===== config.mk =====
export PLATFORM = sky130hd
export DESIGN_NAME = twx_core
export DESIGN_NICKNAME = d
export VERILOG_FILES = /design/src/twx_pkg.sv /design/src/twx_core.sv
export SDC_FILE = /design/constraint.sdc
export NUM_CORES = 1
export LEC_CHECK = 0
export ABC_AREA = 1
export BUFFER_PORTS_ARGS = -buffer_cell sky130_fd_sc_hd__buf_2
export CAP_MARGIN = 10
export CORE_MARGIN = 2
export CORE_UTILIZATION = 41
export DETAILED_ROUTE_END_ITERATION = 7
export GPL_TIMING_DRIVEN = 0
export PLACE_DENSITY_LB_ADDON = 0.1
export SYNTH_ARGS = -nofsm -noshare
export SYNTH_HDL_FRONTEND = slang
export SYNTH_SLANG_ARGS = --single-unit

===== constraint.sdc =====
create_clock -name clk_i -period 5.9 [get_ports clk_i]
set_clock_uncertainty 0.05 [all_clocks]
set_input_delay 0.885 -clock clk_i [delete_from_list [all_inputs] [get_ports clk_i]]
set_output_delay 0.885 -clock clk_i [all_outputs]
set_load 0.02 [all_outputs]

===== src/twx_pkg.sv =====
`default_nettype none
package twx_pkg;
  localparam int unsigned TWX_PTR_W = 21;
  localparam int unsigned TWX_HOLD_N = 8;
  localparam int unsigned TWX_SEL_W = 3;
  localparam logic [13:0] TWX_TW_OPC_PFX = 14'h0003;
  localparam logic [6:0] TWX_TST_OPC_PFX = 7'h33;
  localparam logic [7:0] TWX_XOR_OPC_PFX = 8'h0a;
  localparam logic [7:0] TWX_HOLD_RST = 8'hff;
  localparam int unsigned TWX_SIGN_BIT = 7;
  localparam logic [7:0] TWX_IDX_MAX = 8'h5f;
  localparam logic [7:0] TWX_ACC_SPLIT = 8'h60;
  localparam logic [3:0] TWX_ACC_HI_BANK = 4'hf;
  localparam logic [1:0] TWX_Q2 = 2'h1;
  localparam logic [1:0] TWX_Q4 = 2'h3;
  localparam logic [1:0] TWX_MODE_NONE = 2'h0;
  localparam logic [1:0] TWX_MODE_POSTINC = 2'h1;
  localparam logic [1:0] TWX_MODE_POSTDEC = 2'h2;
  localparam logic [1:0] TWX_MODE_PREINC = 2'h3;
  typedef enum {TWX_IDLE, TWX_TW2, TWX_SKIP1, TWX_SKIP2} twx_state_t;
  typedef struct packed {
    logic [11:0] addr;
    logic indexed;
  } twx_faddr_t;
endpackage
`default_nettype wire

===== src/twx_core.sv =====
`timescale 1ns/1ps
`default_nettype none
module twx_core #(
  parameter int unsigned PTR_W = twx_pkg::TWX_PTR_W,
  parameter int unsigned HOLD_N = twx_pkg::TWX_HOLD_N
) (
  input wire logic clk_i,
  input wire logic srst_i,
  input wire logic [1:0] qphase_i,
  input wire logic [15:0] instr_i,
  input wire logic instr_valid_i,
  input wire logic next_two_word_i,
  input wire logic ext_set_en_i,
  input wire logic [3:0] bank_select_register_i,
  input wire logic [7:0] table_latch_i,
  input wire logic [7:0] fdata_i,
  output logic [PTR_W-1:0] table_pointer_o,
  output logic [HOLD_N*8-1:0] hold_o,
  output logic [7:0] wreg_o,
  output logic flag_n_o,
  output logic flag_z_o,
  output twx_pkg::twx_faddr_t faddr_o,
  output logic busy_o,
  output logic discard_o
);
  import twx_pkg::*;

  // ----------------------------------------------------------------
  // Parameter check
  // ----------------------------------------------------------------
  // The holding index is a fixed three-bit field of the pointer, so the
  // holding file must have exactly that many entries, and the pointer must
  // be wider than the index for the byte lane and the word address to exist.
  if (HOLD_N != (32'd1 << TWX_SEL_W) || PTR_W <= TWX_SEL_W) begin : g_bad_param
    $error("twx_core: unsupported PTR_W or HOLD_N");
  end

  // ----------------------------------------------------------------
  // Decode
  // ----------------------------------------------------------------
  // The three opcodes are told apart by prefixes of different lengths; they
  // cannot overlap, so the decode needs no priority among them.
  twx_state_t state_r;
  logic [PTR_W-1:0] tp_r;
  logic [7:0] hold_r [HOLD_N];
  logic [7:0] w_r;
  logic n_r;
  logic z_r;
  logic [1:0] mode_r;
  logic [7:0] lat_r;
  twx_faddr_t fa_r;
  logic go;
  logic is_tw;
  logic is_tst;
  logic is_xor;
  logic [1:0] tw_mode;
  logic [7:0] lit;
  logic [7:0] xor_res;
  logic tw_last;

  assign go = instr_valid_i && (state_r == TWX_IDLE) && (qphase_i == TWX_Q4);
  assign is_tw = instr_i[15:2] == TWX_TW_OPC_PFX;
  assign is_tst = instr_i[15:9] == TWX_TST_OPC_PFX;
  assign is_xor = instr_i[15:8] == TWX_XOR_OPC_PFX;
  assign tw_mode = instr_i[1:0];
  assign lit = instr_i[7:0];
  // Last quarter of the second table write cycle: holding write and post step.
  assign tw_last = (state_r == TWX_TW2) && (qphase_i == TWX_Q4);

  // ----------------------------------------------------------------
  // Sequencer
  // ----------------------------------------------------------------
  // Instructions are accepted at Q4 so each state covers one full cycle.
  always_ff @(posedge clk_i) begin
    if (srst_i) begin
      state_r <= TWX_IDLE;
    end else if (qphase_i == TWX_Q4) begin
      case (state_r)
        TWX_IDLE: begin
          if (go && is_tw) begin
            state_r <= TWX_TW2;
          end else if (go && is_tst) begin
            state_r <= TWX_SKIP1;
          end
        end
        TWX_SKIP1: begin
          if (fdata_i == 8'h00 && next_two_word_i) begin
            state_r <= TWX_SKIP2;
          end else begin
            state_r <= TWX_IDLE;
          end
        end
        default: state_r <= TWX_IDLE;
      endcase
    end
  end

  // The register file answers within the cycle; the zero test is taken at Q4 of SKIP1.
  always_ff @(posedge clk_i) begin
    if (srst_i) begin
      discard_o <= 1'b0;
    end else if (qphase_i == TWX_Q4) begin
      discard_o <= (state_r == TWX_SKIP1 && fdata_i == 8'h00) || (state_r == TWX_SKIP2);
    end
  end

  // ----------------------------------------------------------------
  // File address
  // ----------------------------------------------------------------
  always_ff @(posedge clk_i) begin
    if (srst_i) begin
      fa_r <= '0;
    end else if (go && is_tst) begin
      if (instr_i[8]) begin
        fa_r <= '{addr: {bank_select_register_i, instr_i[7:0]}, indexed: 1'b0};
      end else if (ext_set_en_i && instr_i[7:0] <= TWX_IDX_MAX) begin
        fa_r <= '{addr: {4'h0, instr_i[7:0]}, indexed: 1'b1};
      end else if (instr_i[7:0] < TWX_ACC_SPLIT) begin
        fa_r <= '{addr: {4'h0, instr_i[7:0]}, indexed: 1'b0};
      end else begin
        fa_r <= '{addr: {TWX_ACC_HI_BANK, instr_i[7:0]}, indexed: 1'b0};
      end
    end
  end

  // ----------------------------------------------------------------
  // Table write
  // ----------------------------------------------------------------
  // The mode is kept from the accept edge, because the instruction word has
  // moved on by the time the second cycle steps the pointer.
  always_ff @(posedge clk_i) begin
    if (srst_i) begin
      mode_r <= TWX_MODE_NONE;
    end else if (go && is_tw) begin
      mode_r <= tw_mode;
    end
  end

  // The latch byte is taken at Q2 and held to the Q4 write, so a change of
  // the latch in Q3 cannot tear the byte that lands in the holding file.
  always_ff @(posedge clk_i) begin
    if (srst_i) begin
      lat_r <= 8'h00;
    end else if (state_r == TWX_TW2 && qphase_i == TWX_Q2) begin
      lat_r <= table_latch_i;
    end
  end

  // Pre-increment steps at accept, so the Q4 write already uses the new
  // index; the post modes step at the same edge as the write itself.
  always_ff @(posedge clk_i) begin
    if (srst_i) begin
      tp_r <= '0;
    end else if (go && is_tw && tw_mode == TWX_MODE_PREINC) begin
      tp_r <= tp_r + PTR_W'(1);
    end else if (tw_last && mode_r == TWX_MODE_POSTINC) begin
      tp_r <= tp_r + PTR_W'(1);
    end else if (tw_last && mode_r == TWX_MODE_POSTDEC) begin
      tp_r <= tp_r - PTR_W'(1);
    end
  end

  // Bit 0 of the index is the byte lane: even entries low bytes, odd high.
  for (genvar g = 0; g < HOLD_N; g++) begin : g_hold
    always_ff @(posedge clk_i) begin
      if (srst_i) begin
        hold_r[g] <= TWX_HOLD_RST;
      end else if (tw_last && tp_r[TWX_SEL_W-1:0] == TWX_SEL_W'(g)) begin
        hold_r[g] <= lat_r;
      end
    end
    assign hold_o[g*8 +: 8] = hold_r[g];
  end

  // ----------------------------------------------------------------
  // Literal XOR
  // ----------------------------------------------------------------
  // Flags are touched only here, so table writes and tests leave them alone.
  assign xor_res = w_r ^ lit;

  always_ff @(posedge clk_i) begin
    if (srst_i) begin
      w_r <= 8'h00;
    end else if (go && is_xor) begin
      w_r <= xor_res;
    end
  end

  // Both flags come from the same result as W, so they never lag it by a cycle.
  always_ff @(posedge clk_i) begin
    if (srst_i) begin
      n_r <= 1'b0;
      z_r <= 1'b0;
    end else if (go && is_xor) begin
      n_r <= xor_res[TWX_SIGN_BIT];
      z_r <= xor_res == 8'h00;
    end
  end

  // ----------------------------------------------------------------
  // Outputs
  // ----------------------------------------------------------------
  // Busy is combinational so the fetch side sees the refusal at the very
  // edge that would otherwise take the next instruction.
  assign table_pointer_o = tp_r;
  assign wreg_o = w_r;
  assign flag_n_o = n_r;
  assign flag_z_o = z_r;
  assign faddr_o = fa_r;
  assign busy_o = state_r != TWX_IDLE;
endmodule // twx_core
`default_nettype wire


==> metrics.md, run 1 <==
| Metric | Value |
|---|---|
| Outcome | `finished, final reports clean` |
| Worst path max stage delay | `0.93 ns` |
| Worst setup path class | `input pin to register` |
| Crit start category | `input pin` |
| Number of port buffers | `152` |
| Register area | `3040 µm²` |
| Slew headroom | `0.239` |
| H-tree depth | `4` |
| Total Power | `0.00206 W` |
| Worst path arrival time | `2.57 ns` |
| Hold Fails Final Rpt | `0` |
| Share of cells above drive strength 1 | `0.251` |
| Die outline area | `15300 µm²` |
| Critical-path cell with the highest stage delay | `o21ai_0` |
| Gpl congestion | `0.906` |
| Clk root buf | `clkbuf_16` |
| R2R setup slack | `3.64 ns` |
| Skew-Pair Late Insertion Delay | `0.42 ns` |
| Final net count | `937` |
| Initial antenna violation count | `0` |
| Lkg Pwr | `3.04 nW` |
| CTS sink count | `120` |
| Row count | `43` |
| RSZ-0062 raised after global routing | `no` |
| Cell variety after synth | `38` |
| Final setup fails | `0` |
| Fin area | `7520 µm²` |
| Worst-path fanout max | `10` |
| Dominant cells by area after synthesis | `edfxtp_1 33%, dfxtp_1 19%, nand2_1 11%, nor2_1 6.9%, o21ai_0 4.4%` |
| Count leader, synth | `nand2_1` |
| Async set-reset flop share out of synthesis | `0` |
| Max Clk Rate | `387 MHz` |
| Crit path cell chain | `buf_2, nand2_1, inv_2, nand3_4, buf_1, o21ai_0` |
| Cell taking the most area after synthesis | `edfxtp_1` |
| CP Capture Type | `register` |
| Critical hold path startpoint | `discard_o$_SDFFE_PP0N_` |
| Crit path required time | `5.88 ns` |
| Most used DFF post-synth | `edfxtp_1` |
| Die width | `124 µm` |
| R2R Path End | `hold_r[1][11]$_SDFFCE_PN1P_` |
| Tcrit/Tclk final | `0.438` |
| Post-synth EDFFs | `64` |
| N_diodes | `0` |
| Sequential element share of the synthesized area | `0.517` |
| Initial Utilization | `0.423` |
| Tightest Hold Check Type | `register to register` |
| Final worst slack | `3.32 ns` |
| Initial DRC count | `298` |
| Syn Nets | `764` |
| Post-synth top cells | `176 x nand2_1, 109 x nor2_1, 64 x edfxtp_1, 56 x dfxtp_1, 53 x inv_1` |
| Total congestion overflow | `0` |
| Mapped Cells | `714` |
| DRT Wirelength | `15700 µm` |
| Power Density | `274 nW/µm²` |
| CTS tree | `done` |
| R2R cell count | `3` |
| Worst r2r src | `state_r[0]$_SDFFE_PP0P_` |
| Clock transition at path regs | `0.05 ns` |
| Critical path buffers and inverters | `3` |
| Final ANT Viol Nets | `0` |
| Clock buffer depth | `2` |
| Worst hold path endpoint | `discard_o$_SDFFE_PP0N_` |
| Via Count | `5368` |
| Setup tns final | `0 ns` |
| Number of global-route vias before repair | `5031` |
| Worst-Margin Slew | `1.13 ns` |
| Hold_buf cts | `0` |
| Maxcap violations | `0` |
| Wire per inst | `14.6 µm` |
| Fin. max-slew vios | `0` |
| YS warnings | `0` |
| First-pass detailed-route iteration total | `5` |
| Post-DP Area | `6880 µm²` |
| Fin crit period | `2.58 ns` |
| Pin count of the biggest net entering global routing | `17` |
| Via density | `4.97` |
| Top cell type's share of synthesized area | `0.326` |
| Post-synthesis register bit count | `120` |
| CP top delay family | `compound AO/OA/AOI/OAI gates` |
| Hold Crit Depth | `2` |
| I/O pins | `153` |
| Num CTS Buffers | `17` |
| Postcts setup bufs | `0` |
| HPWL Detailed | `11800 µm` |
| DRC | `0` |
| Core Area | `13900 µm²` |
| VDD IR max | `0.174 mV` |
| Fillcell total | `1351` |
| First-pass GRT wire length | `25200 µm` |
| Area of the multi-input gates | `2440 µm²` |
| DP Worst Slack | `2.73 ns` |
| Final core utilization | `0.540` |
| Synth Cell Area | `5890 µm²` |
| Die Y | `124 µm` |
| Mean area per synthesized cell | `8.25 µm²` |
| Overall Global Routing Usage | `0.217` |
| Post-CTS Resized | `0` |
| Area Growth Syn to Fin | `27.7%` |
==> metal layers <==
| layer | global-route usage | up-vias | wire, µm |
|---|---|---|---|
| met4 | 0.0881 | 0 | 314 |
| met1 | 0.277 | 2457 | 7070 |
| li1 | - | 2698 | - |
| met2 | 0.351 | 189 | 7260 |
| met3 | 0.0536 | 24 | 1090 |
| met5 | 0 | - | 0 |
==> worst min-delay path, delay by kind of cell (launching register included) <==
kind             cells  cell delay, ns
AO/OA/AOI/OAI        1            0.06
flip-flops           1            0.30
AND/OR/NAND/NOR      1            0.06
==> cell families after synthesis <==
logic type / share of synthesized area
buffers and inverters: 0.0688
adders and majority gates: 0.0149
AOI/OAI and AO/OA: 0.0977
DFF: 0.517
xor gates and xnor gates: 0.0446
and+or+nand+nor: 0.257
==> how the worst max path moves through the flow <==
stage	from	end	slack (ns)	cells after the start
after global routing	qphase_i[1]	hold_r[0][9]$_SDFFCE_PN1P_	3.12	6
after floorplan	qphase_i[1]	hold_r[0][0]$_SDFFCE_PN1P_	3.35	5
after global placement	qphase_i[1]	hold_r[0][3]$_SDFFCE_PN1P_	2.79	6
after CTS	qphase_i[1]	hold_r[0][1]$_SDFFCE_PN1P_	3.17	6
final	qphase_i[1]	hold_r[1][11]$_SDFFCE_PN1P_	3.32	6
after detailed placement	qphase_i[1]	hold_r[0][4]$_SDFFCE_PN1P_	2.73	6
==> power breakdown <==
group	switching, W	internal, W	total [W]
registers	0.000000334	0.000878	0.000879
logic	0.0000381	0.0000194	0.0000575
clock network	0.000378	0.000744	0.00112
==> state kept, by name, indices dropped and copies added (netlist names) <==
signal / cells
hold_r: 64
table_pointer_o: 21
faddr_o: 13
flag_z_o: 1
wreg_o: 8
lat_r: 8
state_r: 2
mode_r: 2
discard_o: 1
==> area by class of cell <==
cell class / instances / share of cell area
plain buffers: 29 / 0.0210
clock buffers: 18 / 0.0571
clock inverters: 14 / 0.0273
inverters: 66 / 0.0329
multi-input cells: 499 / 0.325
flip-flops and latches: 120 / 0.405
well taps: 180 / 0.0300
repair buffers: 154 / 0.102
==> layout by cell type (no fill, tap or decap), types with 5 or more instances in the layout <==
cell,n
xnor2_1,9
nand3_1,32
inv_2,5
clkinv_1,10
nor3_1,6
edfxtp_1,64
ha_1,7
inv_1,53
o21ai_1,9
bufinv_16,5
nand3_2,5
dfxtp_1,56
clkbuf_1,8
nor2_1,109
nor2_2,5
nand2_1,176
xor2_1,21
buf_2,166
o21ai_0,52
a21oi_1,34
clkbuf_16,17
nand4_1,11
==> stage by stage <==
step,hold WS (ns),instances
finish,0.419,1080
CTS,0.423,1078
floorplan,0.395,714
global placement,0.406,1046
global route,0.452,1080
detailed placement,0.412,1046
No activity file was read; power rests on OpenSTA's default activity.
==> inputs of run 2 (changes only) <==
Clock period 5.9 ns to 2.2 ns, I/O delays scaled along.
==> run 2 against run 1 <==
  * Count of clock-buffer cells in the layout stayed put
  * Setup slack worse by 3.2 ns
  * Highest routed layer unchanged
  * Worst hold slack worse by 0.31 ns
  * Largest power group unchanged
  * Largest cell class unchanged
  * Critical path type is now register to register
  * Register-to-register slack worse by 3.5 ns
==> metrics.md, run 2 (synthesis gave the netlist of run 1 again) <==
| Metric | Value |
|---|---|
| Hold_buf cts | `0 (unchanged)` |
| I/O pins | `153 (unchanged)` |
| Critical hold path startpoint | `bank_select_register_i[2]` |
| Hold Fails Final Rpt | `0 (unchanged)` |
| Hold Crit Depth | `3 (+1)` |
| Initial DRC count | `308 (+3.4%)` |
| Clock power share | `0.546 (about the same)` |
| Worst r2r src | `state_r[0]$_SDFFE_PP0P_` |
| Skew-Pair Late Insertion Delay | `0.42 ns (about the same)` |
| Non-Filler Instances | `1078 (-0.19%)` |
| N_diodes | `0 (unchanged)` |
| Die outline area | `15300 µm² (unchanged)` |
| Dpl cells | `1046 (unchanged)` |
| Clock buffer depth | `2 (unchanged)` |
| Share of cells above drive strength 1 | `0.254 (+0.00279)` |
| Initial Utilization | `0.423 (unchanged)` |
| GR Util met2 | `0.351 (about the same)` |
| Fin. max-slew vios | `0 (unchanged)` |
| Initial antenna violation count | `0 (unchanged)` |
| Sequential Power Share | `0.426 (about the same)` |
| Row count | `43 (unchanged)` |
| Most common cell after layout, fill and taps aside | `nand2_1` |
| Outcome | `finished, final reports clean` |
| Worst-Margin Slew | `0.831 ns (-0.299 ns)` |
| Total congestion overflow | `0 (unchanged)` |
| Max Clk Rate | `481 MHz` |
| Power Density | `733 nW/µm² (+170%)` |
| VDD IR max | `0.468 mV (+170%)` |
| Critical path buffers and inverters | `1 (-2)` |
| Tightest Hold Check Type | `input pin to register` |
| CTS sink count | `120 (unchanged)` |
| Clk root buf | `clkbuf_16` |
| Switching share of power | `0.203 (+0.000578)` |
| Area Growth Syn to Fin | `27.9%` |
| Clock transition at path regs | `0.06 ns (about the same)` |
| Slew headroom | `0.442 (+0.203)` |
| Fin crit period | `2.08 ns` |
| Crit start category | `register` |
| Fillcell total | `1347 (-0.30%)` |
| Worst path max stage delay | `0.72 ns (-0.21 ns)` |
| H-tree depth | `4 (unchanged)` |
| Number of global-route vias before repair | `5036 (+0.099%)` |
| Number of port buffers | `152 (unchanged)` |
| Final net count | `935 (-0.21%)` |
| Core Area | `13900 µm² (unchanged)` |
| DRT Wirelength | `15800 µm (+0.39%)` |
| CTS tree | `done` |
| Crit path cell chain | `nand3_4, buf_1, o31ai_2` |
| CP Capture Type | `register` |
| Met3 Use GR | `0.0536 (unchanged)` |
| Lkg Pwr | `3.03 nW (-0.41%)` |
| Via Count | `5392 (+0.45%)` |
| Worst setup path class | `register to register` |
| Maxcap violations | `0 (unchanged)` |
| Comb pwr share | `0.028 (about the same)` |
| R2R cell count | `3 (unchanged)` |
| Die Y | `124 µm (unchanged)` |
| Wire per inst | `14.7 µm (+0.57%)` |
| Met1 Resource Use GR | `0.279 (+0.00146)` |
| Tcrit/Tclk final | `0.944` |
| Most frequent cells in the layout | `176 x nand2_1, 165 x buf_2, 109 x nor2_1` |
| Switching pwr | `0.00112 W (+170%)` |
| First-pass detailed-route iteration total | `5 (unchanged)` |
| Final ANT Viol Nets | `0 (unchanged)` |
| Worst path arrival time | `2.08 ns (-0.49 ns)` |
| Total Power | `0.00552 W (+170%)` |
| R2R setup slack | `0.12 ns (-3.52 ns)` |
| Postcts setup bufs | `0 (unchanged)` |
| Die width | `124 µm (unchanged)` |
| Critical-path cell with the highest stage delay | `o31ai_2` |
| Worst hold path endpoint | `faddr_o[11]$_SDFFE_PP0P_` |
| Worst-path fanout max | `10 (unchanged)` |
| GRT Max-Usage Layer | `met2` |
| R2R Path End | `hold_r[0][6]$_SDFFCE_PN1P_` |
| Final setup fails | `0 (unchanged)` |
| Num CTS Buffers | `17 (unchanged)` |
| Max reg flops | `64 (unchanged)` |
| HPWL Detailed | `11800 µm (unchanged)` |
| RSZ-0062 raised after global routing | `yes` |
| First-pass GRT wire length | `25200 µm (+0.30%)` |
| Gpl congestion | `0.906 (unchanged)` |
| P_int | `0.00440 W (+170%)` |
| Top reg by flops | `hold_r` |
| Crit path required time | `2.20 ns (-3.68 ns)` |
| Pin count of the biggest net entering global routing | `17 (unchanged)` |
| CP top delay family | `compound AO/OA/AOI/OAI gates` |
| Overall Global Routing Usage | `0.217 (+0.000587)` |
| Via density | `5.00 (+0.63%)` |
| DRC | `0 (unchanged)` |
[run 2: cell types whose count changed in the layout (fill, tap and decap cells not counted), sizes merged]
cell	change
buf	-1
clkbuf	-1
[run 2: worst min-delay path, delay by kind of cell]
family	cells	cell delay [ns]
buf+inv	1	0.08
simple gates	1	0.08
compound gates	1	0.05
[run 2: timing repair]
| item | CTS | global route |
|---|---|---|
| cloned | 0 | 0 |
| resized for setup | 6 | 3 |
| setup endpoints to repair | 63 | 35 |
[run 2: per-layer routing]
layer	routed length [µm]	part of all wire
met2	7320	0.46
met1	7140	0.45
met3	991	0.063
met4	342	0.022
met5	0	0
[run 2: area by class of cell]
type,instances,area (µm²),area share
clock buffer,18,429,0.0570
multi-input combinational,499,2460,0.327
clock inverter,14,205,0.0273
timing repair buffer,152,761,0.101
buffer,29,158,0.0209
sequential,120,3040,0.404
tap,180,225,0.0299
inverter,66,248,0.0329
[run 2: per-stage QoR]
stage	TNS (ns)	area, µm²	worst slack [ns]	utilization	hold slack, ns
floorplan	0	5890	0.191	-	0.395
global placement	-15.37	6880	-0.355	0.493	0.406
detailed placement	-17.49	6880	-0.414	0.493	0.412
CTS	-0.888	7520	-0.0588	0.540	0.0996
global route	-0.269	7530	-0.0325	0.540	0.124
finish	0	7530	0.123	0.540	0.105
[run 2: power by group through the flow]
stage	clock, W	sequential, W	combinational, W
finish	0.00301	0.00235	0.000152
global route	0.00315	0.00235	0.000169
CTS	0.00304	0.00235	0.000152
detailed placement	0	0.00240	0.000150
global placement	0	0.00240	0.000147
floorplan	0	0.00240	0.0000698
[run 2: worst max path at each step]
stage                     cells after the start  slack (ns)                             from                          end
after floorplan                               4        0.19  table_pointer_o[0]$_SDFFE_PP0P_  hold_r[1][24]$_SDFFCE_PN1P_
after global placement                        6       -0.36                      qphase_i[1]   hold_r[0][3]$_SDFFCE_PN1P_
after detailed placement                      6       -0.41                      qphase_i[1]   hold_r[0][4]$_SDFFCE_PN1P_
after CTS                                     3       -0.06          state_r[0]$_SDFFE_PP0P_   hold_r[1][1]$_SDFFCE_PN1P_
after global routing                          5       -0.03  table_pointer_o[0]$_SDFFE_PP0P_   hold_r[0][4]$_SDFFCE_PN1P_
final                                         3        0.12          state_r[0]$_SDFFE_PP0P_   hold_r[0][6]$_SDFFCE_PN1P_
==> inputs of run 3 (changes only) <==
Settings changed: RECOVER_POWER set to 50.
==> run 3 against run 2 <==
  * Setup slack better by 0.0067 ns
  * Worst hold slack better by 0.0010 ns
  * Via count down 0.59%
  * Global-route usage unchanged
  * Highest routed layer unchanged
==> metrics.md, run 3 (synthesis gave the netlist of run 1 again) <==
| Metric | Value |
|---|---|
| Outcome | `finished, final reports clean` |
| Max reg flops | `64 (unchanged)` |
| Most common cell after layout, fill and taps aside | `nand2_1` |
| CTS tree | `done` |
| Hold slack | `0.106 ns (+0.00103 ns)` |
| Number of port buffers | `152 (unchanged)` |
| Slew headroom | `0.453 (+0.0115)` |
| Clk root buf | `clkbuf_16` |
| Fin. max-slew vios | `0 (unchanged)` |
| Crit path required time | `2.20 ns (about the same)` |
| Final worst slack | `0.129 ns (+0.00671 ns)` |
| Max Clk Rate | `483 MHz (+0.32%)` |
| Worst path arrival time | `2.07 ns (about the same)` |
| Share of cells above drive strength 1 | `0.130 (-0.124)` |
| HPWL Detailed | `11800 µm (unchanged)` |
| Fin crit period | `2.07 ns (-0.00671 ns)` |
| DRC | `0 (unchanged)` |
| VDD IR max | `0.469 mV (+0.19%)` |
| Worst r2r src | `state_r[0]$_SDFFE_PP0P_` |
| R2R setup slack | `0.13 ns (about the same)` |
| DP Worst Slack | `-0.414 ns (unchanged)` |
| H-tree depth | `4 (unchanged)` |
| Hold_buf cts | `0 (unchanged)` |
| Clock buffer depth | `2 (unchanged)` |
| R2R cell count | `3 (unchanged)` |
| I/O pins | `153 (unchanged)` |
| Crit. Startpoint | `state_r[0]$_SDFFE_PP0P_` |
| Num CTS Buffers | `17 (unchanged)` |
| Tightest Hold Check Type | `input pin to register` |
| Dpl cells | `1046 (unchanged)` |
| Worst-Margin Slew | `0.814 ns (-0.0172 ns)` |
| Most frequent cells in the layout | `176 x nand2_1, 119 x clkbuf_1, 109 x nor2_1` |
| Final core utilization | `0.530 (-0.0101)` |
| Top reg by flops | `hold_r` |
| Lkg Pwr | `2.75 nW (-9.2%)` |
| Initial antenna violation count | `0 (unchanged)` |
| Pin count of the biggest net entering global routing | `17 (unchanged)` |
| Clock transition at path regs | `0.06 ns (about the same)` |
| Worst-path fanout max | `10 (unchanged)` |
| Row count | `43 (unchanged)` |
| Maxcap violations | `0 (unchanged)` |
| Fin area | `7390 µm² (-1.9%)` |
| Power Density | `747 nW/µm² (+1.8%)` |
| Area Growth Syn to Fin | `25.5%` |
| Worst setup path class | `register to register` |
| Hold Fails Final Rpt | `0 (unchanged)` |
| RSZ-0062 raised after global routing | `yes` |
| Die width | `124 µm (unchanged)` |
| Final net count | `935 (unchanged)` |
| Initial Utilization | `0.423 (unchanged)` |
| Crit start category | `register` |
| Wire per inst | `14.7 µm (+0.44%)` |
| Die outline area | `15300 µm² (unchanged)` |
| Total congestion overflow | `0 (unchanged)` |
| Tcrit/Tclk final | `0.941 (-0.00305)` |
| Initial DRC count | `350 (+14%)` |
| DRT Wirelength | `15900 µm (+0.44%)` |
| N_diodes | `0 (unchanged)` |
| Via density | `4.97 (-0.59%)` |
| CTS sink count | `120 (unchanged)` |
| Die Y | `124 µm (unchanged)` |
| Crit path to | `hold_r[0][6]$_SDFFCE_PN1P_` |
| Core Area | `13900 µm² (unchanged)` |
| Fillcell total | `1415 (+5.0%)` |
| R2R Path End | `hold_r[0][6]$_SDFFCE_PN1P_` |
| Number of global-route vias before repair | `5036 (unchanged)` |
| First-pass GRT wire length | `25200 µm (unchanged)` |
| Skew-Pair Late Insertion Delay | `0.42 ns (about the same)` |
| Post-DP Area | `6880 µm² (unchanged)` |
| CP Capture Type | `register` |
| First-pass detailed-route iteration total | `5 (unchanged)` |
| Final setup fails | `0 (unchanged)` |
| Non-Filler Instances | `1078 (unchanged)` |
| Final ANT Viol Nets | `0 (unchanged)` |
| Overall Global Routing Usage | `0.217 (unchanged)` |
| Gpl congestion | `0.906 (unchanged)` |
| Via Count | `5360 (-0.59%)` |
==> run 3: cell types whose count changed in the layout (fill, tap and decap cells not counted), sizes merged <==
cell / previous run / this run
buf: 172 / 61
clkbuf: 27 / 138
==> run 3: per-stage QoR <==
| stage | power, W | TNS (ns) |
|---|---|---|
| 5_1_grt | 0.00567 | -0.273 |
| 4_1_cts | 0.00555 | -0.888 |
| 2_1_floorplan | 0.00247 | 0 |
| 3_3_place_gp | 0.00255 | -15.37 |
| 6_report | 0.00552 | 0 |
| 3_5_place_dp | 0.00255 | -17.49 |
==> run 3: area by class of cell <==
class | count | area, µm² | area share
Clock inverter | 14 | 205 | 0.0278
Tap cell | 180 | 225 | 0.0305
Sequential cell | 120 | 3040 | 0.412
Inverter | 66 | 248 | 0.0335
Timing Repair Buffer | 152 | 624 | 0.0845
Buffer | 29 | 153 | 0.0207
Clock buffer | 18 | 429 | 0.0581
Multi-Input combinational cell | 499 | 2460 | 0.333
==> run 3: critical path, stage by stage, from the launching register on <==
cell and delay, ns:
dfxtp_1 0.46, nand3_4 0.18, buf_1 0.30, o31ai_2 0.71
==> run 3: layer usage <==
| layer | wire (µm) | vias to the layer above | global-route usage |
|---|---|---|---|
| li1 | - | 2695 | - |
| met1 | 7120 | 2442 | 0.279 |
| met2 | 7260 | 197 | 0.351 |
| met3 | 1160 | 26 | 0.0536 |
| met4 | 330 | 0 | 0.0881 |
| met5 | 0 | - | 0 |
==> run 3: how the worst min path moves through the flow <==
stage / from / to / slack (ns) / depth (start not counted)
finish: bank_select_register_i[2] / faddr_o[11]$_SDFFE_PP0P_ / 0.11 / 3
global route: bank_select_register_i[1] / faddr_o[10]$_SDFFE_PP0P_ / 0.12 / 3
CTS: bank_select_register_i[2] / faddr_o[11]$_SDFFE_PP0P_ / 0.1 / 3
detailed placement: faddr_o[0]$_SDFFE_PP0P_ / faddr_o[0]$_SDFFE_PP0P_ / 0.41 / 2
global placement: discard_o$_SDFFE_PP0N_ / discard_o$_SDFFE_PP0N_ / 0.41 / 2
floorplan: mode_r[1]$_SDFFE_PP0P_ / mode_r[1]$_SDFFE_PP0P_ / 0.40 / 2
==> run 3: timing repair <==
item | 4_1_cts | 5_1_grt
endpoints found under the setup margin | 63 | 35
cloned | 0 | 0
gates resized for setup | 6 | 3
buffers inserted | 0 | 0
==> run 3: report_power, final <==
group	leakage (nW)	internal (W)	switching [W]
sequential	0.886	0.00235	0.000000508
clock	0.305	0.00199	0.00102
combinational	1.56	0.0000507	0.000100
